### config.mk
export PLATFORM = sky130hd
export DESIGN_NAME = uap_top
export DESIGN_NICKNAME = d
export VERILOG_FILES = /design/src/uap_pkg.sv /design/src/uap_baud_if.sv /design/src/uap_baud_gen.sv /design/src/uap_top.sv
export SDC_FILE = /design/constraint.sdc
export NUM_CORES = 1
export LEC_CHECK = 0
export BUFFER_PORTS_ARGS = -buffer_cell sky130_fd_sc_hd__buf_2
export CAP_MARGIN = 30
export CORE_MARGIN = 2
export CORE_UTILIZATION = 60
export CTS_BUF_LIST = sky130_fd_sc_hd__clkbuf_2 sky130_fd_sc_hd__clkbuf_4 sky130_fd_sc_hd__clkbuf_8
export DETAILED_ROUTE_END_ITERATION = 12
export HOLD_SLACK_MARGIN = 0.06
export MAX_ROUTING_LAYER = met4
export PLACE_DENSITY = 0.76
export SYNTH_ARGS = -nofsm -noshare
export SYNTH_HDL_FRONTEND = slang
export SYNTH_SLANG_ARGS = --single-unit
### constraint.sdc
create_clock -name ref_clk -period 3.35 [get_ports ref_clk]
set_clock_uncertainty 0.05 [all_clocks]
set_input_delay 0.5025 -clock ref_clk [delete_from_list [all_inputs] [get_ports ref_clk]]
set_output_delay 0.5025 -clock ref_clk [all_outputs]
set_load 0.01 [all_outputs]
### src/uap_pkg.sv
// Constants, register map and types of the serial transmit/receive path.
// Assumes one 200 MHz clock and an 8-bit register port with 3 address bits.
package uap_pkg;

   // ---------------------------------------------------------------
   // Register offsets
   // ---------------------------------------------------------------
   localparam logic [2:0] OFS_DATA = 3'h0;   // rx_buffer / tx_holding
   localparam logic [2:0] OFS_IEN = 3'h1;
   localparam logic [2:0] OFS_FCTL = 3'h2;
   localparam logic [2:0] OFS_LCTL = 3'h3;
   localparam logic [2:0] OFS_DIVL = 3'h4;
   localparam logic [2:0] OFS_DIVH = 3'h5;
   localparam logic [2:0] OFS_STAT = 3'h6;
   localparam logic [2:0] OFS_SCR = 3'h7;

   // ---------------------------------------------------------------
   // Field positions
   // ---------------------------------------------------------------
   localparam int IEN_RX = 0;
   localparam int IEN_TX = 1;
   localparam int FC_EN = 0;
   localparam int FC_RXCLR = 1;
   localparam int FC_TXCLR = 2;
   localparam int FC_TRIG = 6;
   localparam int LC_STOP = 2;
   localparam int LC_PEN = 3;
   localparam int LC_EVEN = 4;

   // ---------------------------------------------------------------
   // Reset values and counts
   // ---------------------------------------------------------------
   localparam logic [7:0] LCTL_RESET = 8'h03;   // 8 data bits, 1 stop
   localparam logic [4:0] FIFO_DEPTH = 5'h10;
   localparam logic [4:0] CHAR_DEPTH = 5'h01;
   localparam logic [3:0] RX_MID = 4'h7;        // Start bit centre
   localparam logic [3:0] RX_LAST = 4'hF;       // 16 samples per bit
   localparam logic [4:0] TX_BIT_END = 5'h0F;
   localparam logic [4:0] TX_STOP1 = 5'h0F;
   localparam logic [4:0] TX_STOP15 = 5'h17;
   localparam logic [4:0] TX_STOP2 = 5'h1F;

   // ---------------------------------------------------------------
   // State types
   // ---------------------------------------------------------------
   typedef enum logic [2:0] {RX_IDLE, RX_START, RX_DATA, RX_PAR, RX_STOP}
      uap_rx_state_t;
   typedef enum logic [2:0] {TX_IDLE, TX_START, TX_DATA, TX_PAR, TX_STOP}
      uap_tx_state_t;

   // Index of the last data bit for the programmed character length
   function automatic logic [2:0] char_last(input logic [7:0] lc);
      return {1'b1, lc[1:0]};
   endfunction

   // Parity bit over the valid data bits
   function automatic logic par_bit(input logic [7:0] d,
                                    input logic [7:0] lc);
      logic [7:0] m;
      m = d & (8'h00FF >> (3'h7 - char_last(lc)));
      return lc[LC_EVEN] ? ^m : ~^m;
   endfunction

endpackage

### src/uap_baud_if.sv
// Link between the register path and the baud divider.
// Assumes both ends share ref_clk.
`timescale 1ns/1ps
interface uap_baud_if;
   logic [15:0] divisor;
   logic load;
   logic tick;
   modport gen (input divisor, input load, output tick);
   modport user (output divisor, output load, input tick);
endinterface

### src/uap_baud_gen.sv
// Baud divider: one tick per divisor count of the reference clock.
// Assumes divisor and load come from the register path on ref_clk.
`timescale 1ns/1ps
module uap_baud_gen
   import uap_pkg::*;
(
   // Clock and reset
   input wire logic ref_clk,
   input wire logic rst_b,
   // Divider link
   uap_baud_if.gen bif
);

   typedef struct packed {
      logic [15:0] cnt;
      logic tick;
   } uap_baud_state_t;

   uap_baud_state_t s_reg, s_next;

   always_comb begin
      s_next = s_reg;
      s_next.tick = 1'b0;
      if (bif.load) begin
         s_next.cnt = bif.divisor;
      end else if (s_reg.cnt <= 16'h0001) begin
         // Divisor zero behaves as one rather than stalling
         s_next.cnt = bif.divisor;
         s_next.tick = 1'b1;
      end else begin
         s_next.cnt = s_reg.cnt - 16'h0001;
      end
      if (!rst_b) begin
         s_next = '0;
      end
   end

   always_ff @(posedge ref_clk) begin
      s_reg <= s_next;
   end

   assign bif.tick = s_reg.tick;
endmodule // uap_baud_gen

### src/uap_top.sv
// Serial transmit and receive data path with register port.
// Assumes a synchronous register master on ref_clk; rx_clk_in and
// serial_in are asynchronous pins.
//
// Design decisions made here: the strobed register port and the placing of the registers.
`timescale 1ns/1ps
module uap_top
   import uap_pkg::*;
(
   // Clock and reset
   input wire logic ref_clk,
   input wire logic rst_b,
   // Register port
   input wire logic [2:0] reg_addr,
   input wire logic [7:0] reg_wdata,
   input wire logic reg_wr,
   input wire logic reg_rd,
   output logic [7:0] reg_rdata,
   // Serial pins
   input wire logic rx_clk_in,
   input wire logic serial_in,
   output logic serial_out,
   output logic baud_tick_out,
   output logic irq_out
);

   // ---------------------------------------------------------------
   // State
   // ---------------------------------------------------------------
   typedef struct packed {
      logic [15:0][7:0] rx_mem;
      logic [3:0] rx_wp;
      logic [3:0] rx_rp;
      logic [4:0] rx_cnt;
      logic [15:0][7:0] tx_mem;
      logic [3:0] tx_wp;
      logic [3:0] tx_rp;
      logic [4:0] tx_cnt;
      logic [7:0] ien;
      logic [7:0] lctl;
      logic [7:0] scratch;
      logic [7:0] div_lo;
      logic [7:0] div_hi;
      logic div_load;
      logic fifo_en;
      logic [1:0] rx_trig;
      logic [2:0] rclk_sync;
      logic [2:0] sin_sync;
      logic rclk_lvl;
      logic sin_lvl;
      uap_rx_state_t rx_st;
      logic [3:0] rx_tick;
      logic [2:0] rx_bit;
      logic [7:0] rx_shift_reg;
      logic rx_par;
      logic ovr_err;
      logic par_err;
      logic frm_err;
      uap_tx_state_t tx_st;
      logic [4:0] tx_tick;
      logic [2:0] tx_bit;
      logic [7:0] tx_shift_reg;
      logic tx_par;
      logic serial_out;
      logic baud_tick_out;
      logic irq_out;
      logic [7:0] rdata;
   } uap_state_t;

   uap_state_t s_reg, s_next;
   uap_baud_if bif ();

   uap_baud_gen u_baud (
      .ref_clk(ref_clk),
      .rst_b(rst_b),
      .bif(bif)
   );

   assign bif.divisor = {s_reg.div_hi, s_reg.div_lo};
   assign bif.load = s_reg.div_load;

   logic rx_step;
   logic rx_push;
   logic [4:0] cap;
   logic [4:0] trig_lvl;
   logic [7:0] rx_char;
   logic [4:0] stop_end;
   logic rd_data;
   logic wr_data;

   always_comb begin
      s_next = s_reg;
      s_next.div_load = 1'b0;
      s_next.rdata = 8'h00;
      s_next.baud_tick_out = bif.tick;
      rd_data = reg_rd && reg_addr == OFS_DATA;
      wr_data = reg_wr && reg_addr == OFS_DATA;
      cap = s_reg.fifo_en ? FIFO_DEPTH : CHAR_DEPTH;
      case (s_reg.rx_trig)
         2'h0: trig_lvl = 5'h01;
         2'h1: trig_lvl = 5'h04;
         2'h2: trig_lvl = 5'h08;
         default: trig_lvl = 5'h0E;
      endcase
      rx_char = s_reg.rx_shift_reg >> (3'h7 - char_last(s_reg.lctl));
      if (!s_reg.lctl[LC_STOP]) begin
         stop_end = TX_STOP1;
      end else if (s_reg.lctl[1:0] == 2'h0) begin
         stop_end = TX_STOP15;
      end else begin
         stop_end = TX_STOP2;
      end

      // ------------------------------------------------------------
      // Pin synchronisers: a level counts once stages 2 and 3 agree
      // ------------------------------------------------------------
      s_next.rclk_sync = {s_reg.rclk_sync[1:0], rx_clk_in};
      s_next.sin_sync = {s_reg.sin_sync[1:0], serial_in};
      if (s_reg.rclk_sync[1] == s_reg.rclk_sync[2]) begin
         s_next.rclk_lvl = s_reg.rclk_sync[2];
      end
      if (s_reg.sin_sync[1] == s_reg.sin_sync[2]) begin
         s_next.sin_lvl = s_reg.sin_sync[2];
      end
      rx_step = (s_reg.rclk_sync[1] == s_reg.rclk_sync[2]) &&
                s_reg.rclk_sync[2] && !s_reg.rclk_lvl;

      // ------------------------------------------------------------
      // Receiver
      // ------------------------------------------------------------
      rx_push = 1'b0;
      if (rx_step) begin
         s_next.rx_tick = s_reg.rx_tick + 4'h1;
         case (s_reg.rx_st)
            RX_IDLE: begin
               s_next.rx_tick = 4'h0;
               if (!s_reg.sin_lvl) begin
                  s_next.rx_st = RX_START;
               end
            end
            RX_START: begin
               if (s_reg.rx_tick == RX_MID) begin
                  // A start bit gone high by its centre is noise
                  s_next.rx_st = s_reg.sin_lvl ? RX_IDLE : RX_DATA;
                  s_next.rx_tick = 4'h0;
                  s_next.rx_bit = 3'h0;
               end
            end
            RX_DATA: begin
               if (s_reg.rx_tick == RX_LAST) begin
                  s_next.rx_shift_reg = {s_reg.sin_lvl,
                                         s_reg.rx_shift_reg[7:1]};
                  s_next.rx_bit = s_reg.rx_bit + 3'h1;
                  if (s_reg.rx_bit == char_last(s_reg.lctl)) begin
                     s_next.rx_st = s_reg.lctl[LC_PEN] ? RX_PAR : RX_STOP;
                  end
               end
            end
            RX_PAR: begin
               if (s_reg.rx_tick == RX_LAST) begin
                  s_next.rx_par = s_reg.sin_lvl;
                  s_next.rx_st = RX_STOP;
               end
            end
            RX_STOP: begin
               if (s_reg.rx_tick == RX_LAST) begin
                  rx_push = 1'b1;
                  s_next.rx_st = RX_IDLE;
               end
            end
            default: s_next.rx_st = RX_IDLE;
         endcase
      end

      // ------------------------------------------------------------
      // Receive buffer
      // ------------------------------------------------------------
      if (rd_data && s_reg.rx_cnt != 5'h00) begin
         s_next.rx_rp = s_reg.rx_rp + 4'h1;
         s_next.rx_cnt = s_next.rx_cnt - 5'h01;
      end
      if (rx_push) begin
         // Frame error and parity error are set further below, after the status-read clear,
         // so a new event wins over a status read
         if (s_reg.rx_cnt < cap || (rd_data && s_reg.rx_cnt != 5'h00)) begin
            s_next.rx_mem[s_reg.rx_wp] = rx_char;
            s_next.rx_wp = s_reg.rx_wp + 4'h1;
            s_next.rx_cnt = s_next.rx_cnt + 5'h01;
         end
      end

      // ------------------------------------------------------------
      // Transmitter, stepped by the baud tick
      // ------------------------------------------------------------
      if (bif.tick) begin
         s_next.tx_tick = s_reg.tx_tick + 5'h01;
         case (s_reg.tx_st)
            TX_IDLE: begin
               s_next.tx_tick = 5'h00;
               if (s_reg.tx_cnt != 5'h00) begin
                  s_next.tx_shift_reg = s_reg.tx_mem[s_reg.tx_rp];
                  s_next.tx_par = par_bit(s_reg.tx_mem[s_reg.tx_rp],
                                          s_reg.lctl);
                  s_next.tx_rp = s_reg.tx_rp + 4'h1;
                  s_next.tx_cnt = s_reg.tx_cnt - 5'h01;
                  s_next.tx_st = TX_START;
               end
            end
            TX_START: begin
               if (s_reg.tx_tick == TX_BIT_END) begin
                  s_next.tx_tick = 5'h00;
                  s_next.tx_bit = 3'h0;
                  s_next.tx_st = TX_DATA;
               end
            end
            TX_DATA: begin
               if (s_reg.tx_tick == TX_BIT_END) begin
                  s_next.tx_tick = 5'h00;
                  s_next.tx_shift_reg = s_reg.tx_shift_reg >> 1;
                  s_next.tx_bit = s_reg.tx_bit + 3'h1;
                  if (s_reg.tx_bit == char_last(s_reg.lctl)) begin
                     s_next.tx_st = s_reg.lctl[LC_PEN] ? TX_PAR : TX_STOP;
                  end
               end
            end
            TX_PAR: begin
               if (s_reg.tx_tick == TX_BIT_END) begin
                  s_next.tx_tick = 5'h00;
                  s_next.tx_st = TX_STOP;
               end
            end
            TX_STOP: begin
               if (s_reg.tx_tick == stop_end) begin
                  s_next.tx_st = TX_IDLE;
               end
            end
            default: s_next.tx_st = TX_IDLE;
         endcase
      end
      if (wr_data && s_next.tx_cnt < cap) begin
         s_next.tx_mem[s_reg.tx_wp] = reg_wdata;
         s_next.tx_wp = s_reg.tx_wp + 4'h1;
         s_next.tx_cnt = s_next.tx_cnt + 5'h01;
      end

      // ------------------------------------------------------------
      // Register port
      // ------------------------------------------------------------
      if (reg_rd) begin
         case (reg_addr)
            OFS_DATA: s_next.rdata = s_reg.rx_mem[s_reg.rx_rp];
            OFS_IEN: s_next.rdata = s_reg.ien;
            OFS_FCTL: s_next.rdata = {s_reg.rx_trig, 5'h00, s_reg.fifo_en};
            OFS_LCTL: s_next.rdata = s_reg.lctl;
            OFS_DIVL: s_next.rdata = s_reg.div_lo;
            OFS_DIVH: s_next.rdata = s_reg.div_hi;
            OFS_STAT: begin
               s_next.rdata = {2'h0, s_reg.frm_err, s_reg.par_err,
                  s_reg.ovr_err,
                  s_reg.tx_cnt == 5'h00 && s_reg.tx_st == TX_IDLE,
                  s_reg.tx_cnt == 5'h00, s_reg.rx_cnt != 5'h00};
               s_next.ovr_err = 1'b0;
               s_next.par_err = 1'b0;
               s_next.frm_err = 1'b0;
            end
            default: s_next.rdata = s_reg.scratch;
         endcase
      end
      if (rx_push) begin
         if (s_reg.rx_cnt >= cap && !(rd_data && s_reg.rx_cnt != 5'h00)) begin
            s_next.ovr_err = 1'b1;
         end
         if (!s_reg.sin_lvl) begin
            s_next.frm_err = 1'b1;
         end
         if (s_reg.lctl[LC_PEN] &&
             s_reg.rx_par != par_bit(rx_char, s_reg.lctl)) begin
            s_next.par_err = 1'b1;
         end
      end
      if (reg_wr) begin
         case (reg_addr)
            OFS_IEN: s_next.ien = reg_wdata;
            OFS_FCTL: begin
               s_next.fifo_en = reg_wdata[FC_EN];
               s_next.rx_trig = reg_wdata[FC_TRIG +: 2];
               // Switching mode flushes both buffers
               if (reg_wdata[FC_RXCLR] || reg_wdata[FC_EN] != s_reg.fifo_en)
               begin
                  s_next.rx_wp = 4'h0;
                  s_next.rx_rp = 4'h0;
                  s_next.rx_cnt = 5'h00;
               end
               if (reg_wdata[FC_TXCLR] || reg_wdata[FC_EN] != s_reg.fifo_en)
               begin
                  s_next.tx_wp = 4'h0;
                  s_next.tx_rp = 4'h0;
                  s_next.tx_cnt = 5'h00;
               end
            end
            OFS_LCTL: s_next.lctl = reg_wdata;
            OFS_DIVL: begin
               s_next.div_lo = reg_wdata;
               s_next.div_load = 1'b1;
            end
            OFS_DIVH: begin
               s_next.div_hi = reg_wdata;
               s_next.div_load = 1'b1;
            end
            OFS_SCR: s_next.scratch = reg_wdata;
            default: ;
         endcase
      end

      // ------------------------------------------------------------
      // Outputs
      // ------------------------------------------------------------
      case (s_next.tx_st)
         TX_START: s_next.serial_out = 1'b0;
         TX_DATA: s_next.serial_out = s_next.tx_shift_reg[0];
         TX_PAR: s_next.serial_out = s_next.tx_par;
         default: s_next.serial_out = 1'b1;
      endcase
      s_next.irq_out = (s_reg.ien[IEN_RX] &&
         (s_reg.fifo_en ? s_reg.rx_cnt >= trig_lvl :
          s_reg.rx_cnt != 5'h00)) ||
         (s_reg.ien[IEN_TX] && s_reg.tx_cnt == 5'h00);

      if (!rst_b) begin
         s_next = '0;
         s_next.lctl = LCTL_RESET;
         s_next.serial_out = 1'b1;
         s_next.rclk_sync = 3'h0;
         // Start from the idle high line so release makes no false start
         s_next.sin_sync = 3'h7;
         s_next.sin_lvl = 1'b1;
      end
   end

   always_ff @(posedge ref_clk) begin
      s_reg <= s_next;
   end

   assign reg_rdata = s_reg.rdata;
   assign serial_out = s_reg.serial_out;
   assign baud_tick_out = s_reg.baud_tick_out;
   assign irq_out = s_reg.irq_out;
endmodule // uap_top

Word-level counts from Yosys, hierarchy flattened
Index checks and enable logic that the tools add are counted. Widths: inputs -> output; s select.

Bits in registers: 404. Bits of input ports: 17. Logic and storage cells: 269.

$add $sub $neg: 14. Magnitude comparators: 11. Equality and inequality tests: 39. Shift-type cells: 2. Muxes and demuxes: 79. Bitwise operators: 3. Reduce and logical (&&, ||, !) cells: 51.

Operators with widths (number): $bwmux 128 (2); $mux 8 (10); $mux 13 (5); $bmux 8 s4 (2); $demux 8 s4 (2); $mux 57 (1); $pmux 8 s7 (1); $mux 9 (5); $mux 3 (13); $mux 16 (2); $pmux 3 s5 (2); $mux 5 (5); $eq 3x2->1 const B (8); $mux 11 (2); $add 4x1->4 const B (5); $lt 4x5->1 const B (4); $mux 20 (1); $pmux 5 s4 (1); $mux 19 (1); $eq 3x3->1 const B (6); $ne 2x2->1 const B (9); $reduce_and 2->1 (9); $and 8x8->8 (2); $le 16x1->1 const B (1); 44 further kinds (100).

Logic depth before layout (Yosys ltp)
Gate-level depths: netlist of run 1.

Word-level depth: 10. Mapped depth: 13. Gate-level depth less buffers: 11.

By module
Synthesis of run 1 repeated with hierarchy kept, for this count alone.

Cell total of the unflattened synthesis: 2084. Area total of the unflattened synthesis: 20069.2 um^2.

Modules (own cells, without submodules): uap_top (instances 1, cells each 1958, area each 19018.2 um^2, seq. area each 7747.4 um^2); uap_baud_gen (instances 1, cells each 126, area each 1051.0 um^2, seq. area each 340.3 um^2).

Least setup slack after synthesis of run 1
OpenSTA, ideal clock, no wires.

Path kind: reg-to-reg. From: register s_reg[105] (netlist bit). To: register s_reg[214] (netlist bit). Setup time: 0.116 ns. Data arrival time: 2.656 ns. Slack: 0.528 ns. Stages on the path, launching flop included: 14. Cell sequence: dfxtp_1 -> inv_1 -> ha_1 -> or4b_2 -> nor3_1 -> a31oi_1 -> o41ai_1 -> and4b_1 -> buf_4 -> buf_6 -> and4_4 -> buf_8 -> mux2i_1 -> nor2b_1.

Cells in the longest elaborated chain, start to end: 6. Elaborated cells on any way between the ends: 7. Classes of those cells: 1 x add/sub; 1 x order compare; 3 x mux; 2 x reduce/logical.

RTL lines: start, declared (line uap_top.sv:70) `uap_state_t s_reg, s_next;`; start signal, assigned (line uap_top.sv:341) `s_reg <= s_next;`; $sub 5x1->5 or $reduce_bool 5->1 (tied branches) (line uap_top.sv:205, uap_top.sv:200); $mux 9 (line uap_top.sv:200) `if (s_reg.tx_cnt != 5'h00) begin`; $mux 9 (line uap_top.sv:197) `case (s_reg.tx_st)`; $mux 9 * (line uap_top.sv:195) `if (bif.tick) begin`; $lt 5x5->1 * (line uap_top.sv:240) `if (wr_data && s_next.tx_cnt < cap) begin`; $logic_and 1x1->1 * (line uap_top.sv:240).

Mark *: on every way between the ends. The rest lies on a longest branch, timed or not. A chain may end at the register's enable or synchronous reset.

Final worst setup path of run 1
From: register s_reg[46] (netlist bit). To: register s_reg[282] (netlist bit).

Cells in the longest elaborated chain, start to end: 5.

RTL lines: $eq 4x4->1 (line uap_top.sv:166) `if (s_reg.rx_tick == RX_LAST) begin`; $mux 1 (line uap_top.sv:166); $mux 1 (line uap_top.sv:134) `case (s_reg.rx_st)`; $mux 1 (line uap_top.sv:132) `if (rx_step) begin`; $reduce_and 2->1 (no line).

Every way passes these cells.

==> summary.txt, run 1 <==
Synth
  – Post-Syn Nets: 2029
  – Library cells used by synthesis: 63
  – Fraction of registers with async set/reset: 0%
  – Syn avg cell area: just under 10 um^2
  – Compound-Gate Fraction of Synth Area: roughly 8.7%
  – Multiplexer area fraction after synthesis: about 22%
  – Largest family of logic cells by synthesized area: multiplexers
  – Yosys warning count: 0
  – Post-Synth Simple-Gate Area: 19.4%
  – Mapped Cells: 1981
  – Seq/Total Area, Yosys: 41.4%
  – Post-Synth XOR/XNOR Area: 2.81%
  – Most used DFF post-synth: dfxtp_1
  – Synth Cell Area: 19500 um^2
  – FF+latch count, synth: 404
  – Adder-cell share of the synthesized area: under 10%
  – Number of enable flip-flop cells after synthesis: 0

Final layout
  – Final Core Density: between 60% and 70%
  – Max FFs per register: 359
  – Post-route insts no fill: 2482
  – Fraction of layout cells with a size suffix above 1: 14.7%
  – Layout Nets: 2039
  – Area Growth Syn to Fin: 10.3%
  – Antenna diodes: 0

Routing
  – Initial DRC Count: 1053
  – DRC: 0
  – Routed WL: 45000 um
  – Drt pass-1 iters: 5
  – Wire per inst: 18.1 um
  – Final ANT Viol Nets: 0
  – DR vias/cell: 5.73
  – Via count: 14200

Worst hold path
  – Worst hold path depth: 2
  – Min-delay worst type: in2reg
  – Min-delay src: reg_wr
  – Hold worst-path end: bif.load$_SDFF_PN0_

Clock tree
  – CTS max path bufs: 3
  – Reg clk slew, reported paths: 0.06 ns
  – CTS tree: built
  – Worst skew pair latency: approximately 0.63 ns
  – Root Driver: clkbuf_8
  – Clock sink count: slightly above 400
  – H-tree levels: 3
  – CTS Buf Count: 69

Timing
  – Max Fclk: 0.318 GHz
  – Final setup vio count: 0
  – Final Max Slew Viols: 0
  – Worst-Margin Slew: 0.993 ns
  – Hold Slack: 0.228 ns
  – Final hold violation count: 0
  – RSZ-0062 raised after global routing: no
  – Final min period: 3.14 ns
  – Setup TNS: 0 ns
  – Final period util: 93.8%
  – Worst slew margin relative to its limit: 33.3%

Power and ir drop
  – Combinational Power Share: under 10%
  – Worst vdd ir: 0.356 mV
  – Clock power frac: 43.8%
  – Net Sw Frac: 25.0%
  – Net switching power: 2.64 mW
  – PD cells: 492 nW/um^2
  – Pleak: 9.03 nW
  – Internal power of the cells: approximately 7.9 mW
  – Reg power frac: roughly 47%

Worst setup path
  – Arrival @ worst endpoint: ~3.6 ns
  – Critical Path Max Stage Delay: 0.67 ns
  – Crit-path leading delay family: simple AND/OR/NAND/NOR gates
  – Reg2reg start: s_reg[46]$_SDFFE_PN0P_
  – CP max FO: 18
  – R2R Setup Slk: between 0.2 and 0.25 ns
  – Crit path buffers/inverters: 0
  – FF-to-FF End: s_reg[282]$_SDFFE_PN0P_
  – Crit path required time: 3.80 ns
  – Crit path cell chain: ha_1 > nand3_1 > nor2_1 > and4b_1 > o21a_1 > nand3_1 > nand2_1 > o21ai_0 > and2_1
  – Slowest cell on crit path: nand3_1
  – Worst setup SP type: flip-flop
  – CP Capture Type: flip-flop
  – Worst Reg-to-Reg Cells: 9
  – Crit path depth: 9
  – Critical Path Most Common Cell: nand3_1
  – WS Path Type: reg2reg

Placed design
  – DP HPWL: 29500 um
  – # port buffers: 27
  – GPL Wtd Cong: 0.887
  – # placed instances: 2358

Floorplan
  – Initial core utilization: 60.4%
  – Die width: around 180 um
  – Top Ports: 28
  – Core footprint: 32300 um^2
  – Die Ht: 184 um
  – Die ar.: between 30000 and 40000 um^2
  – Cell row count: 66

Global routing
  – Pin count of the biggest net entering global routing: 150
  – First-pass GRT wire length: 72900 um
  – Initial antenna violation count: 0
  – Vias in the first global route: 13700
  – All-layer global routing usage: around 28%
  – Grt ovf: 0

Run
  – Max cap viols: 0

Run status
  – Status: completed
-- kinds of logic after synthesis --
kind of cell / count (synthesis)
AOI/OAI and AO/OA: 258
adders and majority gates: 31
DFF: 404
muxes: 341
and+or+nand+nor: 703
xor gates and xnor gates: 61
buffers and inverters: 183
-- Yosys cell counts, types with 2 or more instances --
cell / number / area, um^2
dfxtp_1: 404 / 8090
mux2i_1: 273 / 2730
nor2b_1: 265 / 1660
nand2_1: 197 / 739
clkbuf_1: 105 / 394
o21ai_0: 91 / 455
nor2_1: 72 / 270
mux4_2: 63 / 1420
a21boi_0: 43 / 323
and2_1: 40 / 250
xnor2_1: 39 / 342
nand3_1: 35 / 175
a21oi_1: 31 / 155
ha_1: 31 / 388
inv_1: 26 / 97.6
buf_2: 25 / 125
o211a_1: 23 / 230
a22oi_1: 22 / 165
xor2_1: 21 / 184
a221oi_1: 17 / 149
nand4_1: 16 / 100
nor3_1: 14 / 70.1
buf_4: 13 / 97.6
buf_1: 11 / 41.3
nand2b_1: 11 / 68.8
a31oi_1: 9 / 56.3
nand4b_1: 8 / 70.1
and3_1: 7 / 43.8
mux2_2: 5 / 56.3
nor4_1: 5 / 31.3
o21a_1: 5 / 37.5
or3_1: 5 / 31.3
nand4bb_1: 4 / 45.0
and4_1: 3 / 26.3
o22ai_1: 3 / 18.8
or2_2: 3 / 18.8
or4_1: 3 / 22.5
and2_0: 2 / 12.5
and4b_1: 2 / 20.0
buf_6: 2 / 22.5
nand3b_1: 2 / 15.0
nor4bb_1: 2 / 20.0
o211ai_1: 2 / 15.0
o41ai_1: 2 / 17.5
-- worst reg2reg max path, stage by stage (launching register included) --
cell and delay, ns:
dfxtp_1 0.38, ha_1 0.24, nand3_1 0.13, nor2_1 0.15, and4b_1 0.33, o21a_1 0.57
nand3_1 0.68, nand2_1 0.23, o21ai_0 0.10, and2_1 0.18
-- repair_timing --
action	CTS	global route
hold buffers	2	0
endpoints found under the hold margin	2	0
buffers inserted	0	2
gates resized for setup	0	7
setup endpoints to repair	0	122
-- worst max-delay path by stage --
stage	from	endpoint
after global routing	s_reg[46]$_SDFFE_PN0P_	s_reg[282]$_SDFFE_PN0P_
after global placement	s_reg[105]$_SDFF_PN0_	s_reg[244]$_SDFFE_PN0P_
after detailed placement	s_reg[105]$_SDFF_PN0_	s_reg[240]$_SDFFE_PN0P_
after floorplan	s_reg[105]$_SDFF_PN0_	s_reg[214]$_SDFFE_PN0P_
final	s_reg[46]$_SDFFE_PN0P_	s_reg[282]$_SDFFE_PN0P_
after CTS	s_reg[105]$_SDFF_PN0_	s_reg[244]$_SDFFE_PN0P_
-- layer usage --
| metal | up-vias | track usage [%] | wire (um) |
|---|---|---|---|
| met5 | - | - | 0 |
| met4 | 0 | 10.9 | 1600 |
| met3 | 120 | 5.37 | 2550 |
| met2 | 362 | 41.7 | 20200 |
| met1 | 6847 | 37.0 | 20600 |
| li1 | 6905 | - | - |
-- cell type report --
class                           count  area, um^2
Sequential cell                   404        8090
Multi-Input combinational cell   1394       10700
Clock buffer                      109        1340
Clock inverter                     11         108
Inverter                           26        97.6
Timing Repair Buffer               96         683
Fill cell                        2522       10800
Tap cell                          442         553
-- power groups by stage --
stage	registers [mW]	clock network (mW)	logic (mW)
3_3_place_gp	5.09	0	0.917
3_5_place_dp	5.09	0	0.934
4_1_cts	4.99	4.73	0.944
6_report	4.99	4.64	0.957
5_1_grt	5.00	4.94	1.07
2_1_floorplan	5.07	0	0.731
-- metrics by stage --
stage / total power, mW / area (um^2) / setup WS (ns)
floorplan: 5.80 / 19500 / 0.528
global placement: 6.00 / 20000 / 0.207
detailed placement: 6.03 / 20000 / 0.0951
CTS: 10.7 / 21500 / 0.0538
global route: 11.0 / 21500 / 0.0159
finish: 10.6 / 21500 / 0.207
-- cells in the final DEF (no fill, tap or decap), types with 31 or more instances in the layout --
| cell | Yosys | layout |
|---|---|---|
| a21boi_0 | 43 | 43 |
| a21oi_1 | 31 | 31 |
| and2_1 | 40 | 40 |
| buf_4 | 13 | 65 |
| clkbuf_8 | 0 | 84 |
| dfxtp_1 | 404 | 401 |
| ha_1 | 31 | 31 |
| mux2i_1 | 273 | 273 |
| mux4_2 | 63 | 63 |
| nand2_1 | 197 | 197 |
| nand3_1 | 35 | 35 |
| nor2_1 | 72 | 72 |
| nor2b_1 | 265 | 265 |
| o21ai_0 | 91 | 91 |
| xnor2_1 | 39 | 39 |
No activity file was read; power rests on OpenSTA's default activity.
==> run 2: changes to the inputs <==
CAP_MARGIN = unset   (was 30)
SYNTH_HIERARCHICAL = 1   (was unset)
==> summary.txt, run 2 <==
Run status
  – Status: completed

Clock tree
  – Root Driver: clkbuf_8
  – H-tree levels: 3 (unchanged)
  – Worst skew pair latency: 0.63 ns (about the same)
  – CTS max path bufs: 3 (unchanged)
  – CTS tree: built
  – Reg clk slew, reported paths: 0.06 ns (about the same)
  – Clock sink count: 404 (unchanged)
  – CTS Buf Count: 68 (-1.4%)

Routing
  – Final ANT Viol Nets: 0 (unchanged)
  – Via count: 15500 (+8.9%)
  – Wire per inst: 19.5 um (+7.9%)
  – DRC: 0 (unchanged)
  – Routed WL: 50200 um (+12%)
  – DR vias/cell: 6.03 (+5.2%)
  – Initial DRC Count: 1412 (+34%)
  – Drt pass-1 iters: 6 (+1)

Synth
  – Seq/Total Area, Yosys: 40.3% (-1.1 points)
  – Fraction of registers with async set/reset: 0% (unchanged)
  – Yosys warning count: 6 (+6)
  – Synth Cell Area: 20100 um^2 (+2.8%)
  – Post-synth top area cell: dfxtp_1
  – Commonest cells post-synth: dfxtp_1, nand2_1, nor2b_1
  – FF+latch count, synth: 404 (unchanged)
  – Post-Synth XOR/XNOR Area: 2.40% (-0.41 points)
  – Multiplexer area fraction after synthesis: 18.7% (-2.8 points)
  – Adder-cell share of the synthesized area: 1.93% (-0.055 points)
  – Most used DFF post-synth: dfxtp_1
  – Number of enable flip-flop cells after synthesis: 0 (unchanged)
  – Compound-Gate Fraction of Synth Area: 12.6% (+3.8 points)
  – Largest family of logic cells by synthesized area: simple AND/OR/NAND/NOR gates
  – Top cells by area, synth: dfxtp_1, mux2i_1, mux4_2, nor2b_1, nand2_1
  – Mapped Cells: 2084 (+5.2%)
  – Post-Synth Simple-Gate Area: 19.9% (+0.47 points)
  – Syn avg cell area: 9.63 um^2 (-2.2%)
  – Proportion of netlist area held by the largest area contributor: 40.3% (-1.1 points)
  – Post-Syn Nets: 2132 (+5.1%)
  – Library cells used by synthesis: 74 (+17%)
  – Most numerous cell in the Yosys netlist: dfxtp_1

Floorplan
  – Top Ports: 28 (unchanged)
  – Initial core utilization: 61.4% (+0.94 points)
  – Die Ht: 187 um (+1.4%)
  – Core footprint: 32700 um^2 (+1.3%)
  – Die width: 187 um (+1.4%)
  – Die ar.: 34900 um^2 (+2.8%)
  – Cell row count: 66 (unchanged)

Final layout
  – Max FFs per register: 359 (unchanged)
  – Final Core Density: 68.1% (+1.4 points)
  – Layout Nets: 2123 (+4.1%)
  – Fraction of layout cells with a size suffix above 1: 15.5% (+0.81 points)
  – Design area: 22300 um^2 (+3.4%)
  – Antenna diodes: 0 (unchanged)
  – Commonest non-fill, non-tap cell in the layout: dfxtp_1
  – Area Growth Syn to Fin: 10.9%
  – Commonest non-fill, non-tap cells in the layout: dfxtp_1, nand2_1, nor2b_1

Placed design
  – # port buffers: 27 (unchanged)
  – GPL Wtd Cong: 0.920 (+3.7%)
  – Post-DP Area: 20700 um^2 (+3.1%)
  – DP HPWL: 32900 um (+12%)

Worst setup path
  – Critical Path Max Stage Delay: 0.53 ns (-0.14 ns)
  – Crit path cell chain: buf_4 > or4b_4 > a211oi_2 > o21bai_1 > a211oi_4 > buf_4 > o2111ai_4 > mux2i_1 > nor2b_1
  – Worst setup SP type: flip-flop
  – CP max FO: 19 (+1)
  – Critical Path Most Common Cell: buf_4
  – WS Path Type: reg2reg
  – Crit path required time: 3.79 ns (about the same)
  – Slowest cell on crit path: or4b_4
  – Crit path buffers/inverters: 2 (+2)
  – CP Capture Type: flip-flop
  – Arrival @ worst endpoint: 3.60 ns (about the same)
  – Crit-path leading delay family: compound AO/OA/AOI/OAI gates

Power and ir drop
  – Worst vdd ir: 0.410 mV (+15%)
  – Pleak: 8.39 nW (-7.1%)
  – Net switching power: 2.79 mW (+5.4%)
  – Combinational Power Share: 9.4% (+0.4 points)
  – Clock power frac: 44.5% (+0.7 points)
  – Net Sw Frac: 25.6% (+0.65 points)
  – Internal power of the cells: 8.09 mW (+1.8%)
  – PD cells: 489 nW/um^2 (-0.63%)
  – Reg power frac: 46.1% (-1.0 points)

Timing
  – Max Fclk: 0.316 GHz (-0.63%)
  – Worst-Margin Slew: 0.898 ns (-0.0952 ns)
  – Setup TNS: 0 ns (unchanged)
  – RSZ-0062 raised after global routing: no
  – Final hold violation count: 0 (unchanged)
  – Final period util: 94.4% (+0.60 points)
  – Final Max Slew Viols: 0 (unchanged)
  – Final setup vio count: 0 (unchanged)
  – Worst slew margin relative to its limit: 40.1% (+6.9 points)
  – Final min period: 3.16 ns (+0.0201 ns)

Global routing
  – Grt ovf: 0 (unchanged)
  – Grt met2 use: 47.2% (+5.5 points)
  – Vias in the first global route: 15200 (+11%)
  – Gr busiest metal: met2
  – All-layer global routing usage: 29.6% (+1.9 points)
  – Initial antenna violation count: 0 (unchanged)
  – Pin count of the biggest net entering global routing: 179 (+19%)
  – Met1 Use GR: 38.7% (+1.7 points)
  – First-pass GRT wire length: 81600 um (+12%)
  – Met3 global-route usage: 4.47% (-0.91 points)

Run
  – Max cap viols: 0 (unchanged)

Worst hold path
  – Min-delay worst type: in2reg
## run 2: cell count changes after synthesis, sizes merged, moves of 25 or more
cell    delta
mux2i     -73
o21ai     -39
nand2     +60
nand3     +55
a21boi    +75
nor2b     -55
clkbuf    +25
## run 2: final timing paths
| kind | startpoint | end | slack, ns | depth (start not counted) |
|---|---|---|---|---|
| worst max-delay path | u_baud/bif.tick$_SDFF_PP0_ | s_reg[171]$_SDFFE_PN0P_ | 0.19 | 9 |
| worst min-delay path | reg_wr | bif.load$_SDFF_PN0_ | 0.23 | 2 |
| worst max register to register | u_baud/bif.tick$_SDFF_PP0_ | s_reg[171]$_SDFFE_PN0P_ | 0.19 | 9 |
| worst min register to register | s_reg[55]$_SDFF_PN1_ | s_reg[56]$_SDFF_PN1_ | 0.38 | 1 |
## run 2: logic make-up after synthesis
logic type,after synthesis
and+or+nand+nor,774
xor gates and xnor gates,50
adders and majority gates,31
DFF,404
muxes,280
buffers and inverters,205
AOI/OAI and AO/OA,340
## run 2: area by class of cell
| class | count | area, um^2 |
|---|---|---|
| well taps | 442 | 553 |
| inverters | 33 | 124 |
| repair buffers | 93 | 707 |
| clock buffers | 105 | 1330 |
| clock inverters | 17 | 189 |
| multi-input cells | 1475 | 11300 |
| flip-flops and latches | 404 | 8090 |
| fillers | 2534 | 10400 |
## run 2: metal layers
layer	wire, um	up-vias
li1	-	7348
met1	22300	7575
met2	23700	471
met3	2870	103
met4	1330	0
met5	0	-
## run 2: per-stage QoR
step	instances	hold slack [ns]	total power [mW]	setup WS, ns
floorplan	2084	0.336	5.87	0.0923
global placement	2439	0.376	6.07	0.285
detailed placement	2439	0.363	6.10	0.190
CTS	2563	0.187	10.9	0.125
global route	2569	0.203	11.3	0.0361
finish	2569	0.228	10.9	0.187
## run 2: timing repair
item | CTS | global route
endpoints found under the hold margin | 2 | 0
hold buffers | 2 | 0
gates resized for setup | 0 | 2
endpoints found under the setup margin | 0 | 23
setup buffers | 0 | 6
## run 2: power groups by stage
stage | clock network (mW) | logic (mW) | registers (mW)
after floorplan | 0 | 0.798 | 5.07
after global placement | 0 | 0.966 | 5.10
after detailed placement | 0 | 0.990 | 5.11
after CTS | 4.90 | 0.997 | 5.01
after global routing | 5.12 | 1.12 | 5.02
final | 4.84 | 1.03 | 5.01
